==> src/hdl/ptm_pkg.sv <==
// package for the 8-bit period timer group: register map, field layout, reset values
// assumes one clock domain; register port addresses are word indices
package ptm_pkg;
  localparam int unsigned MAX_TIMERS = 5;
  localparam int unsigned ADDR_W = 5;
  // per-timer block of four register indices, three used: count, period, control
  localparam logic [4:0] OFS_COUNT = 5'h00;
  localparam logic [4:0] OFS_PERIOD = 5'h01;
  localparam logic [4:0] OFS_CONTROL = 5'h02;
  localparam logic [4:0] TIMER_STRIDE = 5'h04;
  localparam logic [4:0] ADDR_FLAG5 = 5'h14;
  localparam logic [4:0] ADDR_ENABLE5 = 5'h15;
  // control fields
  localparam int unsigned CTL_PRE_LSB = 0;
  localparam int unsigned CTL_RUN_BIT = 2;
  localparam int unsigned CTL_POST_LSB = 3;
  localparam logic [6:0] CTL_WRITE_MASK = 7'h7f;
  // reset values
  localparam logic [7:0] COUNT_RESET = 8'h00;
  localparam logic [7:0] PERIOD_RESET = 8'hff;
  localparam logic [6:0] CONTROL_RESET = 7'h00;
  // prescale terminal counts (ratio minus one)
  localparam logic [3:0] PRE_TC_1 = 4'h0;
  localparam logic [3:0] PRE_TC_4 = 4'h3;
  localparam logic [3:0] PRE_TC_16 = 4'hf;
  // flag/enable bit positions per instance in the peripheral registers
  localparam logic [2:0] IRQ_BIT_POS [MAX_TIMERS] = '{3'h0, 3'h2, 3'h4, 3'h5, 3'h6};

  typedef enum logic [1:0] {
    PTM_PRE_DIV1 = 2'b00,
    PTM_PRE_DIV4 = 2'b01,
    PTM_PRE_DIV16 = 2'b10
  } ptm_pre_type;

  // terminal prescale count for a select value
  function automatic logic [3:0] pre_tc(input logic [1:0] sel);
    if (sel == PTM_PRE_DIV1) begin
      return PRE_TC_1;
    end else if (sel == PTM_PRE_DIV4) begin
      return PRE_TC_4;
    end else begin
      return PRE_TC_16;
    end
  endfunction : pre_tc
endpackage : ptm_pkg

==> src/hdl/ptm_regs.sv <==
// control and period registers for one timer instance
// assumes write strobe and address decode come from the top
`timescale 1ns/1ps
module ptm_regs (
  input wire logic clk_i, // clock
  input wire logic rst_i, // async reset, active high
  input wire logic period_wr_i, // write period this cycle
  input wire logic ctl_wr_i, // write control this cycle
  input wire logic [7:0] wdata_i, // write data
  output logic [7:0] period_o, // period register
  output logic [6:0] ctl_o // control register, bit 7 reads zero
);
  logic [7:0] period_q, period_d;
  logic [6:0] ctl_q, ctl_d;

  always_comb begin
    period_d = period_wr_i ? wdata_i : period_q;
    ctl_d = ctl_wr_i ? (wdata_i[6:0] & ptm_pkg::CTL_WRITE_MASK) : ctl_q;
  end

  always_ff @(posedge clk_i or posedge rst_i) begin
    if (rst_i) begin
      period_q <= ptm_pkg::PERIOD_RESET;
      ctl_q <= ptm_pkg::CONTROL_RESET;
    end else begin
      period_q <= period_d;
      ctl_q <= ctl_d;
    end
  end

  assign period_o = period_q;
  assign ctl_o = ctl_q;
endmodule : ptm_regs

==> src/hdl/ptm_scaler.sv <==
// counting core for one timer instance: prescaler, count, period match, postscaler
// assumes clk_i is the instruction clock (oscillator divided by four)
`timescale 1ns/1ps
module ptm_scaler (
  input wire logic clk_i, // instruction clock
  input wire logic rst_i, // async reset, active high
  input wire logic [6:0] ctl_i, // control register value
  input wire logic [7:0] period_i, // period register value
  input wire logic count_wr_i, // software writes count this cycle
  input wire logic ctl_wr_i, // software writes control this cycle
  input wire logic [7:0] wdata_i, // write data
  output logic [7:0] count_o, // current count
  output logic match_o, // one-cycle wrap pulse, before postscaler
  output logic post_o // one-cycle postscaled event
);
  logic [3:0] pre_q, pre_d;
  logic [3:0] post_q, post_d;
  logic [7:0] cnt_q, cnt_d;
  logic match_q, match_d;
  logic post_ev_q, post_ev_d;
  logic tick;

  always_comb begin
    pre_d = pre_q;
    post_d = post_q;
    cnt_d = cnt_q;
    match_d = 1'b0;
    post_ev_d = 1'b0;
    tick = ctl_i[ptm_pkg::CTL_RUN_BIT] && (pre_q == ptm_pkg::pre_tc(ctl_i[ptm_pkg::CTL_PRE_LSB +: 2]));
    if (ctl_i[ptm_pkg::CTL_RUN_BIT]) begin
      pre_d = tick ? 4'h0 : pre_q + 4'h1;
    end
    if (tick) begin
      if (cnt_q == period_i) begin
        cnt_d = 8'h00;
        match_d = 1'b1;
        if (post_q == ctl_i[ptm_pkg::CTL_POST_LSB +: 4]) begin
          post_d = 4'h0;
          post_ev_d = 1'b1;
        end else begin
          post_d = post_q + 4'h1;
        end
      end else begin
        cnt_d = cnt_q + 8'h01;
      end
    end
    if (count_wr_i) begin
      cnt_d = wdata_i;
      pre_d = 4'h0;
      post_d = 4'h0;
    end
    if (ctl_wr_i) begin
      pre_d = 4'h0;
      post_d = 4'h0;
    end
  end

  always_ff @(posedge clk_i or posedge rst_i) begin
    if (rst_i) begin
      pre_q <= 4'h0;
      post_q <= 4'h0;
      cnt_q <= ptm_pkg::COUNT_RESET;
      match_q <= 1'b0;
      post_ev_q <= 1'b0;
    end else begin
      pre_q <= pre_d;
      post_q <= post_d;
      cnt_q <= cnt_d;
      match_q <= match_d;
      post_ev_q <= post_ev_d;
    end
  end

  assign count_o = cnt_q;
  assign match_o = match_q;
  assign post_o = post_ev_q;
endmodule : ptm_scaler

==> src/hdl/ptm_top.sv <==
// group of 8-bit period timers with prescaler, postscaler and shared flag/enable registers
// assumes a single-cycle register port; read data valid the cycle after the read strobe
`timescale 1ns/1ps
module ptm_top #(
  parameter int unsigned NUM_TIMERS = 5
) (
  input wire logic clk_i, // instruction clock, 25 MHz
  input wire logic rst_i, // async reset, active high
  input wire logic [4:0] addr_i, // register index
  input wire logic [7:0] wdata_i, // write data
  input wire logic wr_i, // write strobe
  input wire logic rd_i, // read strobe
  output logic [7:0] rdata_o, // read data, cycle after rd_i
  output logic [NUM_TIMERS-1:0] time_base_o, // per-timer match pulses to capture/PWM units
  output logic [NUM_TIMERS-1:0] irq_req_o // per-timer gated interrupt requests
);
  logic [7:0] period [NUM_TIMERS];
  logic [6:0] ctl [NUM_TIMERS];
  logic [7:0] count [NUM_TIMERS];
  logic [NUM_TIMERS-1:0] match, post;
  logic [NUM_TIMERS-1:0] cnt_wr, per_wr, ctl_wr;
  logic [7:0] flag_q, flag_d, en_q, en_d, rdata_q, rdata_d;
  logic [NUM_TIMERS-1:0] tb_q, irq_q, irq_d;
  logic [7:0] impl_mask;

  for (genvar g = 0; g < NUM_TIMERS; g++) begin : g_tmr
    logic [4:0] base;
    assign base = 5'(g) * ptm_pkg::TIMER_STRIDE;
    assign cnt_wr[g] = wr_i && (addr_i == base + ptm_pkg::OFS_COUNT);
    assign per_wr[g] = wr_i && (addr_i == base + ptm_pkg::OFS_PERIOD);
    assign ctl_wr[g] = wr_i && (addr_i == base + ptm_pkg::OFS_CONTROL);
    ptm_regs u_regs (
      .clk_i(clk_i),
      .rst_i(rst_i),
      .period_wr_i(per_wr[g]),
      .ctl_wr_i(ctl_wr[g]),
      .wdata_i(wdata_i),
      .period_o(period[g]),
      .ctl_o(ctl[g])
    );
    ptm_scaler u_scaler (
      .clk_i(clk_i),
      .rst_i(rst_i),
      .ctl_i(ctl[g]),
      .period_i(period[g]),
      .count_wr_i(cnt_wr[g]),
      .ctl_wr_i(ctl_wr[g]),
      .wdata_i(wdata_i),
      .count_o(count[g]),
      .match_o(match[g]),
      .post_o(post[g])
    );
  end

  always_comb begin
    impl_mask = 8'h00;
    for (int i = 0; i < NUM_TIMERS; i++) begin
      impl_mask[ptm_pkg::IRQ_BIT_POS[i]] = 1'b1;
    end
  end

  // flags: hardware set wins over a software write in the same cycle
  always_comb begin
    flag_d = flag_q;
    en_d = en_q;
    if (wr_i && addr_i == ptm_pkg::ADDR_FLAG5) begin
      flag_d = wdata_i & impl_mask;
    end
    if (wr_i && addr_i == ptm_pkg::ADDR_ENABLE5) begin
      en_d = wdata_i & impl_mask;
    end
    for (int i = 0; i < NUM_TIMERS; i++) begin
      if (post[i]) begin
        flag_d[ptm_pkg::IRQ_BIT_POS[i]] = 1'b1;
      end
    end
    for (int i = 0; i < NUM_TIMERS; i++) begin
      irq_d[i] = flag_d[ptm_pkg::IRQ_BIT_POS[i]] && en_d[ptm_pkg::IRQ_BIT_POS[i]];
    end
  end

  // read decode; unmapped indices read zero
  always_comb begin
    rdata_d = 8'h00;
    if (rd_i) begin
      if (addr_i == ptm_pkg::ADDR_FLAG5) begin
        rdata_d = flag_q;
      end else if (addr_i == ptm_pkg::ADDR_ENABLE5) begin
        rdata_d = en_q;
      end else begin
        for (int i = 0; i < NUM_TIMERS; i++) begin
          if (addr_i == 5'(i) * ptm_pkg::TIMER_STRIDE + ptm_pkg::OFS_COUNT) begin
            rdata_d = count[i];
          end else if (addr_i == 5'(i) * ptm_pkg::TIMER_STRIDE + ptm_pkg::OFS_PERIOD) begin
            rdata_d = period[i];
          end else if (addr_i == 5'(i) * ptm_pkg::TIMER_STRIDE + ptm_pkg::OFS_CONTROL) begin
            rdata_d = {1'b0, ctl[i]};
          end
        end
      end
    end
  end

  always_ff @(posedge clk_i or posedge rst_i) begin
    if (rst_i) begin
      flag_q <= 8'h00;
      en_q <= 8'h00;
      rdata_q <= 8'h00;
      tb_q <= '0;
      irq_q <= '0;
    end else begin
      flag_q <= flag_d;
      en_q <= en_d;
      rdata_q <= rdata_d;
      tb_q <= match;
      irq_q <= irq_d;
    end
  end

  assign rdata_o = rdata_q;
  assign time_base_o = tb_q;
  assign irq_req_o = irq_q;
endmodule : ptm_top

==> config.mk <==
export PLATFORM = sky130hd
export DESIGN_NAME = ptm_top
export DESIGN_NICKNAME = d
export VERILOG_FILES = /design/src/hdl/ptm_pkg.sv /design/src/hdl/ptm_regs.sv /design/src/hdl/ptm_scaler.sv /design/src/hdl/ptm_top.sv
export SDC_FILE = /design/constraint.sdc
export NUM_CORES = 1
export LEC_CHECK = 0
export ABC_AREA = 1
export BUFFER_PORTS_ARGS = -buffer_cell sky130_fd_sc_hd__buf_2
export CORE_ASPECT_RATIO = 2
export CORE_MARGIN = 2
export CORE_UTILIZATION = 57
export CTS_CLUSTER_SIZE = 14
export DETAILED_ROUTE_END_ITERATION = 6
export GPL_TIMING_DRIVEN = 0
export MAX_ROUTING_LAYER = met4
export PLACE_DENSITY = 0.77
export SYNTH_ARGS = -nofsm -noshare
export SYNTH_HDL_FRONTEND = slang
export SYNTH_SLANG_ARGS = --single-unit
==> constraint.sdc <==
create_clock -name clk_i -period 6.9 [get_ports clk_i]
set_input_delay 1.38 -clock clk_i [delete_from_list [all_inputs] [get_ports clk_i]]
set_output_delay 1.38 -clock clk_i [all_outputs]
set_load 0.03 [all_outputs]
### Word level (Yosys, flattened, before mapping)

Cells that the tools add are included.

| storage, ports and cells | value |
|---|---|
| input port bits | 17 |
| flip-flop bits (word level) | 193 |
| logic and storage cells | 269 |
| output and inout port bits | 18 |

| operators by class | value |
|---|---|
| multiplexer cells | 120 |
| add/sub/neg operators | 15 |
| reduce and logical (&&, ||, !) cells | 58 |
| equal/unequal tests | 36 |

Operators by type and width:

| kind | number |
|---|---|
| $mux W8 | 32 |
| $mux W4 | 55 |
| $reduce_bool A3 Y1 | 15 |
| $add A4 B1 Y4 const B | 10 |
| $add A8 B1 Y8 const B | 5 |
| $eq A4 B4 Y1 | 10 |
| $eq A8 B8 Y1 | 5 |
| $eq A5 B4 Y1 const B | 6 |
| $mux W1 | 30 |
| $logic_and A1 B1 Y1 | 27 |
| $eq A5 B5 Y1 const B | 5 |
| $mux W7 | 3 |
| $eq A5 B3 Y1 const B | 3 |
| $eq A2 B1 Y1 const B | 5 |
| $logic_not A2 Y1 | 5 |
| $reduce_and A2 Y1 | 5 |
| $reduce_bool A2 Y1 | 5 |
| $eq A5 B1 Y1 const B | 1 |
| $eq A5 B2 Y1 const B | 1 |
| $logic_not A5 Y1 | 1 |

### Depth between registers and ports, before layout

Gate-level depths: netlist (run 1).

| logic depth | value |
|---|---|
| depth after elaboration | 19 |
| mapped depth | 17 |
| depth with buffers taken out | 16 |

### By module

From an unflattened synthesis (run 1), not the netlist that was laid out.

| unflattened totals | value |
|---|---|
| cells, all modules | 1716 |
| area total of the unflattened synthesis | 12042.8 um2 |

Modules (own cells, without submodules):

| module | times used | sequential area each (um2) | area an instance (um2) | cells each |
|---|---|---|---|---|
| ptm_scaler | 5 | 450.4 | 1367.6 | 203 |
| ptm_regs | 5 | 385.4 | 588.1 | 65 |
| ptm_top | 1 | 700.7 | 2264.7 | 376 |

### Least setup slack after synthesis (run 1)

No wires, ideal clock.

| path | value |
|---|---|
| path type | input-to-reg |
| start point | input port addr_i[4] |
| end point | register irq_q[0] (netlist: irq_req_o[0]) |
| arrival time | 2.687 ns |
| library setup time | 0.113 ns |
| stages on the path | 12 |
| setup slack | 4.100 ns |
| path buffers | 2 |
| data required time | 6.787 ns |
| cell sequence | buf_4 inv_2 buf_6 nor3_4 inv_2 nor2_2 inv_2 nor2_2 inv_2 a211o_1 nand2_1 inv_1 |

| on the way | value |
|---|---|
| cells in the longest elaborated chain, start to end | 5 |
| elaborated cells on any way between the ends | 8 |
| classes of those cells | 2 x eq/ne; 3 x mux; 3 x reduce/logical |

Ends and longest elaborated chain:

| element | RTL line | RTL |
|---|---|---|
| from (decl) | ptm_top.sv:9 | `input wire logic [4:0] addr_i,` |
| $eq A5 B5 Y1 | ptm_top.sv:66 | `if (wr_i && addr_i == ptm_pkg::ADDR_FLAG5) begin` |
| $logic_and A1 B1 Y1 | ptm_top.sv:66 |  |
| $mux W7 | ptm_top.sv:66 |  |
| $mux W1 | ptm_top.sv:73 | `if (post[i]) begin` |
| via flag_d[0] | ptm_top.sv:22 | `logic [7:0] flag_q, flag_d, en_q, en_d, rdata_q, rdata_d;` |
| $logic_and A1 B1 Y1 | ptm_top.sv:78 | `irq_d[i] = flag_d[ptm_pkg::IRQ_BIT_POS[i]] && en_d[ptm_pkg::IRQ_BIT_POS[i]];` |
| via irq_d[0] | ptm_top.sv:23 | `logic [NUM_TIMERS-1:0] tb_q, irq_q, irq_d;` |
| to (signal assigned) | ptm_top.sv:116 | `irq_q <= irq_d;` |
| to (decl) | ptm_top.sv:23 |  |

The timed path passes the listed nets, and every way through them passes these cells.
A chain may end at the register's enable or synchronous reset.

### Worst setup path in the final report (run 1)

| path | value |
|---|---|
| start point | input port wr_i |
| end point | register g_tmr[0].u_scaler.post_q[2] |

| on the way | value |
|---|---|
| cells in the longest elaborated chain, start to end | 3 |
| elaborated cells on any way between the ends | 7 |
| classes of those cells | 2 x mux; 5 x reduce/logical |

Ends and longest elaborated chain:

| element | RTL line | RTL |
|---|---|---|
| from (decl) | ptm_top.sv:11 | `input wire logic wr_i,` |
| $logic_and A1 B1 Y1 (on tied branches) | ptm_top.sv:31, ptm_top.sv:29 |  |
| $reduce_bool A3 Y1 (no source line) or $mux W4 (tied branches) | -- |  |
| $reduce_and A2 Y1 (no source line) or $mux W4 (tied branches) | -- |  |
| to (signal assigned) | ptm_scaler.sv:67 | `post_q <= post_d;` |
| to (decl) | ptm_scaler.sv:17 | `logic [3:0] post_q, post_d;` |

Several ways; a longest one is shown, not always the timed one.

==> run metrics, run 1 <==
R2R setup slack 4.62 ns; PostCTS Resize Cnt 0; WS Path Type input pin to register; failing checks design-rule violations; Clock Skew 0.00974 ns; Die Area 19900 sq um; Fill cells 1592; hold_buf cts 0; TritonCTS clock tree built; Synth Register Bits 193; Initial DRC Count 682; minimum clock period 2.99 ns; CTS Buf Count 17; reg2reg start g_tmr[2].u_scaler.pre_q[2]; CP delay by family, top buffers and inverters; die width 101 um; core area 18300 sq um; status finished, violations left; number of global-route vias before repair 9489; Root Driver clkbuf_16; peak supply drop 0.000248 V; area grow syn2layout 9.76%; row count 70; first-pass GRT wire length 48.5 mm; via count 9472; fin util 63.9%; clk_lat worst skew 0.45 ns; final hold viol count 0; WL/cell 19.3 um; RSZ-0062 raised after global routing false; Worst setup EP type register; die height 197 um; Reg2Reg Capture Point g_tmr[2].u_scaler.post_q[3]; FMAX 335 MHz; reg2reg path depth 8; dpl ws 3.53 ns; CP required 7.24 ns; final worst slack 3.91 ns; largest net degree at the start of global routing 101; Layout Nets 1395; initial antenna violation count 0; period utilisation layout 43.3%; HP Class register to register; setup total negative slack 0 ns; Mapped Nets 1346; sequential fraction of the synthesis area 45.8%; diode count 0; H-tree levels 4; WP buf/inv 5; post-CTS setup repair buffer count 0; critical-path cell list buf_2, inv_1, nor2_2, inv_2, nand2_1, inv_2, nand2_1, inv_1, a21oi_1, nor2_1; Max-slew headroom 32.7%; Sink Count 193; layout cells sized above 1 13.7%; Top-Level Pins 35; Critical Path Fanout Max 10; Crit path arrival time 3.33 ns; Synth Instances 1314; cell area power density 333 nW/um^2; Post-Route WL 30.7 mm; Synth area leaders dfrtp_1 (36%), nand2_1 (10%), dfstp_2 (9.9%); Synth warnings 0; GPL Wtd Cong 0.997; DR pass1 iterations 7; CP Launch Type input pin; Max clock buf depth 2; share of the synthesized area in the top cell type 35.9%; clock-pin slew on the worst setup and hold paths 0.08 ns; slowest stage cell, crit path nor2_2; Async SR Flop Fraction 100%; GRT Overall Usage 33.2%; Antenna Violating Nets Remaining 0; worst-margin pin slew 1.01 ns; syn avg cell area 8.11 sq um; cell area after synthesis 10700 sq um; final setup violation count 0; final slew viol count 0; ys flop type dfrtp_1; number of I/O port buffers 29; Synth area leader dfrtp_1; Vias/cell 5.95; leakage power 5.49 nW; DR DRC count 1; Hold Path Origin g_tmr[3].u_scaler.match_o; DP HPWL 22.8 mm; max-cap violation count 0; Post-synth EDFFs 0; GR Overflow Total 0; Crit path largest cell delay 0.43 ns; hold endpoint time_base_o[3]; Synth cell types 56; Worst Hold Depth 0; initial core utilization 58.2%
[worst max path at each step]
stage,startpoint,to,slack (ns),cells past startpoint
final,wr_i,g_tmr[0].u_scaler.post_q[2],3.91,10
after global routing,wr_i,g_tmr[0].u_scaler.post_q[2],3.84,10
after CTS,wr_i,g_tmr[0].u_scaler.post_q[2],3.99,10
after detailed placement,wr_i,g_tmr[0].u_scaler.post_q[2],3.53,10
after global placement,rst_i,g_tmr[1].u_scaler.match_o,-1.73,2
after floorplan,rst_i,en_q[0],0.33,1
[area by class of cell]
type	count	area [sq um]	area share [%]
inverter	164	631	5.39
tap	216	270	2.31
buffer	31	164	1.40
timing repair buffer	30	173	1.48
clock buffer	17	425	3.64
clock inverter	15	164	1.40
multi-input combinational	926	4980	42.6
sequential	193	4880	41.7
[cell usage after synthesis, types with 4 or more instances]
library cell	number
inv_2	19
o22ai_1	5
xor2_1	41
buf_6	4
dfrtp_1	153
nand3_1	70
nand4_1	17
nand2_2	7
o21ai_0	154
and3b_1	4
a21oi_1	57
nor2_4	9
o211ai_1	11
nor3_1	22
nor2_1	85
o21ai_1	13
clkbuf_1	16
nand2_1	293
buf_2	8
or2_2	10
a211oi_1	4
xnor2_1	25
o21a_1	7
inv_1	141
nor4_1	5
nor2_2	14
a211o_1	5
ha_1	15
dfstp_2	40
o221ai_1	18
[layer usage]
layer	wire length (um)	vias up	global-route usage, %
met4	2790	0	26.2
met5	0	-	-
li1	-	4460	-
met3	1390	157	5.63
met2	15900	339	56.8
met1	10600	4516	32.3
[power by group]
group	internal, W	switching, W
Combinational	0.000457	0.000653
Sequential	0.00143	0.000359
Clock	0.000488	0.000507
[placed cells by master, fill, tap and decap left out, types with 3 or more instances in the layout]
cell	synthesis	final
a211o_1	5	5
o221ai_1	18	18
dfrtp_1	153	153
clkinv_4	1	5
clkinv_8	0	3
o21a_1	7	7
o22ai_1	5	5
ha_1	15	15
dfstp_2	40	40
xnor2_1	25	25
nor3b_1	3	3
or2_2	10	10
nor2_2	14	14
nor2_1	85	85
buf_2	8	37
nand2_1	293	293
inv_8	0	5
nand3_1	70	70
nand4_1	17	17
clkbuf_1	16	16
o21ai_0	154	154
o21ai_1	13	13
and3b_1	4	4
nor3_1	22	22
nor2_4	9	9
nor4_1	5	5
a21oi_1	57	57
buf_6	4	4
inv_2	19	19
o211ai_1	11	11
a211oi_1	4	4
clkbuf_16	0	17
inv_1	141	140
xor2_1	41	41
inv_6	0	4
nand2_2	7	7
or2_0	3	3
[kinds of logic (layout without fill, tap and decap cells)]
group,after synthesis,after routing,share of synthesized area [%]
AND/OR/NAND/NOR,557,557,24.0
AO/OA/AOI/OAI,287,287,15.5
buffers and inverters,195,257,7.39
flip-flops,193,193,45.8
XOR/XNOR,66,66,5.43
adder cells (fa/ha/maj),15,15,1.76
multiplexers,1,1,0.0940
[state kept, by name (all words and copies together), names as in the netlist]
signal / flops
irq_req_o: 5
g_tmr.u_scaler.post_o: 5
flag_q: 5
g_tmr.u_regs.ctl_o: 35
g_tmr.u_scaler.pre_q: 20
time_base_o: 5
g_tmr.u_scaler.match_o: 5
g_tmr.u_scaler.count_o: 40
rdata_o: 8
g_tmr.u_scaler.post_q: 20
g_tmr.u_regs.period_o: 40
en_q: 5
[per-stage QoR]
stage | cell area [sq um] | power (W) | hold slack, ns | instances
2_1_floorplan | 10700 | 0.00254 | 0.331 | 1314
3_3_place_gp | 11100 | 0.00285 | 0.332 | 1559
3_5_place_dp | 11100 | 0.00289 | 0.339 | 1560
4_1_cts | 11700 | 0.00388 | 0.356 | 1592
5_1_grt | 11700 | 0.00414 | 0.359 | 1592
6_report | 11700 | 0.00390 | 0.354 | 1592
Power figures use the tool's default switching activity.
==> run 2, diff against run 1 <==
==> constraint.sdc (replaced) <==
create_clock -name clk_i -period 2.5 [get_ports clk_i]
set_input_delay 0.5 -clock clk_i [delete_from_list [all_inputs] [get_ports clk_i]]
set_output_delay 0.5 -clock clk_i [all_outputs]
set_load 0.03 [all_outputs]
==> run metrics, run 2 (synthesized netlist as in run 1, its figures left out) <==
final slew viol count 0 (unchanged); first-pass GRT wire length 49.7 mm (was 48.5 mm); worst-margin pin slew 0.978 ns (was 1.01 ns); post-CTS setup repair buffer count 0 (unchanged); CTS Buf Count 17 (unchanged); Vias/cell 5.95 (about the same); initial core utilization 58.2% (unchanged); minimum clock period 2.20 ns; WP buf/inv 1 (was 5); row count 70 (unchanged); clock-pin slew on the worst setup and hold paths 0.08 ns (about the same); RSZ-0062 raised after global routing false (unchanged); core area 18300 sq um (unchanged); Top-Level Pins 35 (unchanged); Critical Path Fanout Max 5 (was 10); largest net degree at the start of global routing 45 (was 101); DR DRC count 0 (was 1); Root Driver clkbuf_16 (unchanged); Design Area, Final 11800 sq um (was 11700 sq um); Sink Count 193 (unchanged); H-tree levels 4 (unchanged); critical-path cell list xnor2_1, nand4_1, nor2_1, nand2_1, inv_1, nand4_1, a211oi_1, o21a_1 (was buf_2, inv_1, nor2_2, inv_2, nand2_1, inv_2, nand2_1, inv_1, a21oi_1, nor2_1); status complete, no violations (was finished, violations left); GR Overflow Total 0 (unchanged); FMAX 455 MHz; Die Area 19900 sq um (unchanged); Crit path arrival time 2.60 ns (was 3.33 ns); die width 101 um (unchanged); HP Class input pin to async pin (was register to register); Layout Nets 1399 (was 1395); CP required 2.90 ns (was 7.24 ns); TritonCTS clock tree built (unchanged); via count 9497 (was 9472); die height 197 um (unchanged); Post-DP Area 11200 sq um (was 11100 sq um); DR pass1 iterations 7 (unchanged); Fill cells 1587 (was 1592); Register Area 4880 sq um (unchanged); slowest stage cell, crit path dfstp_2 (was nor2_2); peak supply drop 0.000604 V (was 0.000248 V); max-cap violation count 0 (unchanged); Worst setup EP type register (unchanged); Max-slew headroom 34.8% (was 32.7%); GPL Wtd Cong 0.986 (was 0.997); CP Launch Type register (was input pin); Crit path largest cell delay 0.58 ns (was 0.43 ns); WL/cell 19.2 um (was 19.3 um); final hold viol count 0 (unchanged); Post-Route WL 30.6 mm (was 30.7 mm); final setup violation count 0 (unchanged); most frequent cells in the layout nand2_1 (293), o21ai_0 (153), dfrtp_1 (153) (was nand2_1 (293), o21ai_0 (154), dfrtp_1 (153)); area of the multi-input gates 4990 sq um (was 4980 sq um); initial antenna violation count 1 (was 0); commonest non-fill, non-tap cell in the layout nand2_1 (unchanged); number of I/O port buffers 29 (unchanged); period utilisation layout 88.0%; Initial DRC Count 578 (was 682); layout cells sized above 1 14.1% (was 13.7%); leakage power 5.51 nW (was 5.49 nW); area grow syn2layout 10.4% (was 9.76%); WS Path Type register to register (was input pin to register); number of global-route vias before repair 9532 (was 9489); critical path's most frequent cell nand4_1; CP delay by family, top simple AND/OR/NAND/NOR gates (was buffers and inverters); dpl ws 0.0502 ns (was 3.53 ns); Clock Skew 0.0158 ns (was 0.00974 ns); Antenna Violating Nets Remaining 0 (unchanged); hold_buf cts 0 (unchanged); final worst slack 0.301 ns (was 3.91 ns); DP HPWL 23.1 mm (was 22.8 mm); cell area power density 917 nW/um^2 (was 333 nW/um^2); GRT Overall Usage 34.0% (was 33.2%); clk_lat worst skew 0.46 ns (was 0.45 ns); Max clock buf depth 2 (unchanged)
## run 2: metal layers
metal  part of all wire [%]  up-vias  GRT usage [%]  wire length [um]
li1                       -     4467              -                 -
met1                     34     4523           34.4             10500
met2                     53      359           58.7             16100
met3                    5.4      148           5.63              1650
met4                    7.8        0           22.8              2390
met5                      0        -              -                 0
## run 2: path summary, 6_finish.rpt
kind	from	endpoint	slack, ns	cells past startpoint
worst max-delay path	g_tmr[2].u_regs.period_o[6]	g_tmr[2].u_scaler.post_q[3]	0.30	8
worst max register to register	g_tmr[2].u_regs.period_o[6]	g_tmr[2].u_scaler.post_q[3]	0.30	8
worst min register to register	g_tmr[3].u_scaler.match_o	time_base_o[3]	0.35	0
min in group clk_i	wdata_i[5]	g_tmr[2].u_regs.ctl_o[5]	0.26	3
max in group asynchronous	rst_i	g_tmr[2].u_regs.period_o[0]	1.40	4
worst min-delay path	rst_i	g_tmr[3].u_scaler.post_q[1]	0.15	2
## run 2: timing repair
action,4_1_cts,5_1_grt
gates resized for setup,0,2
endpoints found under the hold margin,0,0
endpoints found under the setup margin,0,2
## run 2: layout make-up
cell class / count / share of cell area, %
Antenna cell: 1 / 0.0213
Buffer: 31 / 1.39
Clock buffer: 17 / 3.62
Clock inverter: 15 / 1.36
Inverter: 164 / 5.33
Multi-Input combinational cell: 926 / 42.4
Sequential cell: 193 / 41.5
Tap cell: 216 / 2.30
Timing Repair Buffer: 34 / 2.09
## run 2: per-stage QoR
step	hold WS [ns]	setup TNS, ns	instances	power (W)	utilization (%)
CTS	0.169	0	1596	0.0107	64.2
finish	0.153	0	1597	0.0108	64.3
global route	0.203	0	1597	0.0115	64.3
detailed placement	0.336	0	1564	0.00801	61.0
floorplan	0.331	-70.04	1314	0.00701	-
global placement	0.333	-272.55	1559	0.00788	60.5
## run 2: power breakdown
part	leakage (nW)	switching (W)	internal, W
Clock	0.285	0.00140	0.00134
Sequential	2.36	0.00101	0.00396
Combinational	2.87	0.00180	0.00128
Total	5.51	0.00421	0.00658
==> run 3, diff against run 2 <==
--- a/config.mk
+++ b/config.mk
@@ -15,6 +15,7 @@
 export GPL_TIMING_DRIVEN = 0
 export MAX_ROUTING_LAYER = met4
 export PLACE_DENSITY = 0.77
+export SLEW_MARGIN = 15
 export SYNTH_ARGS = -nofsm -noshare
 export SYNTH_HDL_FRONTEND = slang
 export SYNTH_SLANG_ARGS = --single-unit
==> constraint.sdc (replaced) <==
create_clock -name clk_i -period 2 [get_ports clk_i]
set_input_delay 0.4 -clock clk_i [delete_from_list [all_inputs] [get_ports clk_i]]
set_output_delay 0.4 -clock clk_i [all_outputs]
set_load 0.03 [all_outputs]
==> run metrics, run 3 (synthesized netlist as in run 1, its figures left out) <==
CP required 2.33 ns (was 2.90 ns); cell area power density 1150 nW/um^2 (was 917 nW/um^2); die width 101 um (unchanged); slowest stage cell, crit path nor2_2 (was dfstp_2); row count 70 (unchanged); hold_buf cts 0 (unchanged); WP buf/inv 4 (was 1); Top-Level Pins 35 (unchanged); CP Launch Type input pin (was register); Crit path largest cell delay 0.42 ns (was 0.58 ns); clock-pin slew on the worst setup and hold paths 0.07 ns (was 0.08 ns); Die Area 19900 sq um (unchanged); Crit path arrival time 2.29 ns (was 2.60 ns); fin util 65.2% (was 64.3%); RSZ-0062 raised after global routing true (was false); layout cells sized above 1 16.2% (was 14.1%); HP Class input pin to async pin (unchanged); CTS Buf Count 17 (unchanged); most frequent cells in the layout nand2_1 (291), dfrtp_1 (151), o21ai_0 (146) (was nand2_1 (293), o21ai_0 (153), dfrtp_1 (153)); first-pass GRT wire length 49.3 mm (was 49.7 mm); period utilisation layout 97.9%; GRT Overall Usage 33.7% (was 34.0%); TritonCTS clock tree built (unchanged); DR DRC count 0 (unchanged); die height 197 um (unchanged); Clock power frac 25.0% (was 25.4%); WL/cell 19.2 um (about the same); critical-path cell list buf_2, inv_1, nor2_2, inv_2, nand2_2, inv_2, nand2_2, nand4_1, o21ai_0, a21oi_1 (was xnor2_1, nand4_1, nor2_1, nand2_1, inv_1, nand4_1, a211oi_1, o21a_1); switch share 39.2% (was 39.0%); Comb power frac 29.5% (was 28.6%); H-tree levels 4 (unchanged); via count 9630 (was 9497); final slew viol count 0 (unchanged); core area 18300 sq um (unchanged); CP delay by family, top buffers and inverters (was simple AND/OR/NAND/NOR gates); overall power 0.0137 W (was 0.0108 W); placed cells 1564 (unchanged); FMAX 511 MHz; Root Driver clkbuf_16 (unchanged); DP HPWL 23.2 mm (was 23.1 mm); worst-margin pin slew 0.976 ns (was 0.978 ns); Critical Path Fanout Max 10 (was 5); Fin Hold WS 0.0761 ns (was 0.153 ns); max-cap violation count 0 (unchanged); number of global-route vias before repair 9630 (was 9532); Vias/cell 5.99 (was 5.95); WS Path Type input pin to register (was register to register); initial antenna violation count 0 (was 1); Antenna Violating Nets Remaining 0 (unchanged); initial core utilization 58.2% (unchanged); Initial DRC Count 594 (was 578); Clock Skew 0.0132 ns (was 0.0158 ns); Worst setup EP type register (unchanged); Finished Layout Cells 1608 (was 1597); DR pass1 iterations 5 (was 7); Max-slew headroom 35.0% (was 34.8%); Reg power frac 45.5% (was 46.0%); largest net degree at the start of global routing 37 (was 45); Post-Route WL 30.8 mm (was 30.6 mm); minimum clock period 1.96 ns; Net Switching 0.00536 W (was 0.00421 W); setup total negative slack 0 ns (unchanged); Layout Nets 1411 (was 1399); P_int 0.00832 W (was 0.00658 W); GR Overflow Total 0 (unchanged); number of I/O port buffers 29 (unchanged); area grow syn2layout 12.0% (was 10.4%); commonest non-fill, non-tap cell in the layout nand2_1 (unchanged); diode count 0 (was 1); final hold viol count 0 (unchanged); peak supply drop 0.000669 V (was 0.000604 V); final setup violation count 0 (unchanged); Max clock buf depth 2 (unchanged); GPL Wtd Cong 0.986 (unchanged); status complete, no violations (unchanged); leakage power 5.59 nW (was 5.51 nW); Sink Count 193 (unchanged); clk_lat worst skew 0.45 ns (was 0.46 ns)
[run 3: power groups by stage]
stage	Sequential [W]	Clock [W]	Combinational, W
2_1_floorplan	0.00581	0	0.00296
3_3_place_gp	0.00620	0	0.00365
3_5_place_dp	0.00622	0	0.00381
4_1_cts	0.00616	0.00346	0.00391
5_1_grt	0.00632	0.00359	0.00463
6_report	0.00623	0.00342	0.00404
[run 3: layer usage]
metal / GRT usage, % / vias up / share of wire, %
met5: - / - / 0
met4: 25.7 / 0 / 8.8
met3: 4.99 / 159 / 5.2
met1: 34.0 / 4591 / 34
met2: 57.3 / 395 / 52
li1: - / 4485 / -
[run 3: cell type report]
cell class	instances	area (sq um)
Sequential cell	193	4880
Clock buffer	17	425
Tap cell	216	270
Timing Repair Buffer	46	335
Fill cell	1576	6370
Inverter	164	627
Buffer	31	170
Multi-Input combinational cell	926	5060
Clock inverter	15	160
[run 3: final timing paths]
path / startpoint / depth (start not counted) / slack [ns] / end
min: rst_i / 2 / 0.08 / time_base_o[3]
min in group clk_i: wdata_i[5] / 3 / 0.17 / g_tmr[2].u_regs.ctl_o[5]
max reg2reg: g_tmr[0].u_scaler.pre_q[0] / 10 / 0.11 / g_tmr[0].u_scaler.count_o[3]
max in group asynchronous: rst_i / 4 / 0.98 / g_tmr[1].u_regs.period_o[2]
max: wr_i / 10 / 0.04 / g_tmr[1].u_scaler.pre_q[3]
min reg2reg: g_tmr[4].u_scaler.match_o / 0 / 0.35 / time_base_o[4]
[run 3: repair_timing]
action,in CTS,in global routing
pin swaps,1,7
resized for setup,10,28
buffers inserted,1,11
endpoints found under the setup margin,16,32
[run 3: worst reg2reg max path, cell delays in order (launching register included)]
cell,delay (ns)
dfrtp_1,0.41
inv_1,0.12
a21oi_1,0.08
nor3_1,0.14
nor2_1,0.09
nor4_4,0.29
nor2_1,0.12
buf_2,0.20
o21ai_0,0.17
o21ai_1,0.09
o21ai_0,0.09
[run 3: through the flow]
stage          cell area, sq um  setup slack, ns
3_5_place_dp              11200           -0.362
2_1_floorplan             10700           -0.858
3_3_place_gp              11100            -2.02
4_1_cts                   11800          -0.0128
6_report                  11900           0.0425
5_1_grt                   11900          -0.0544
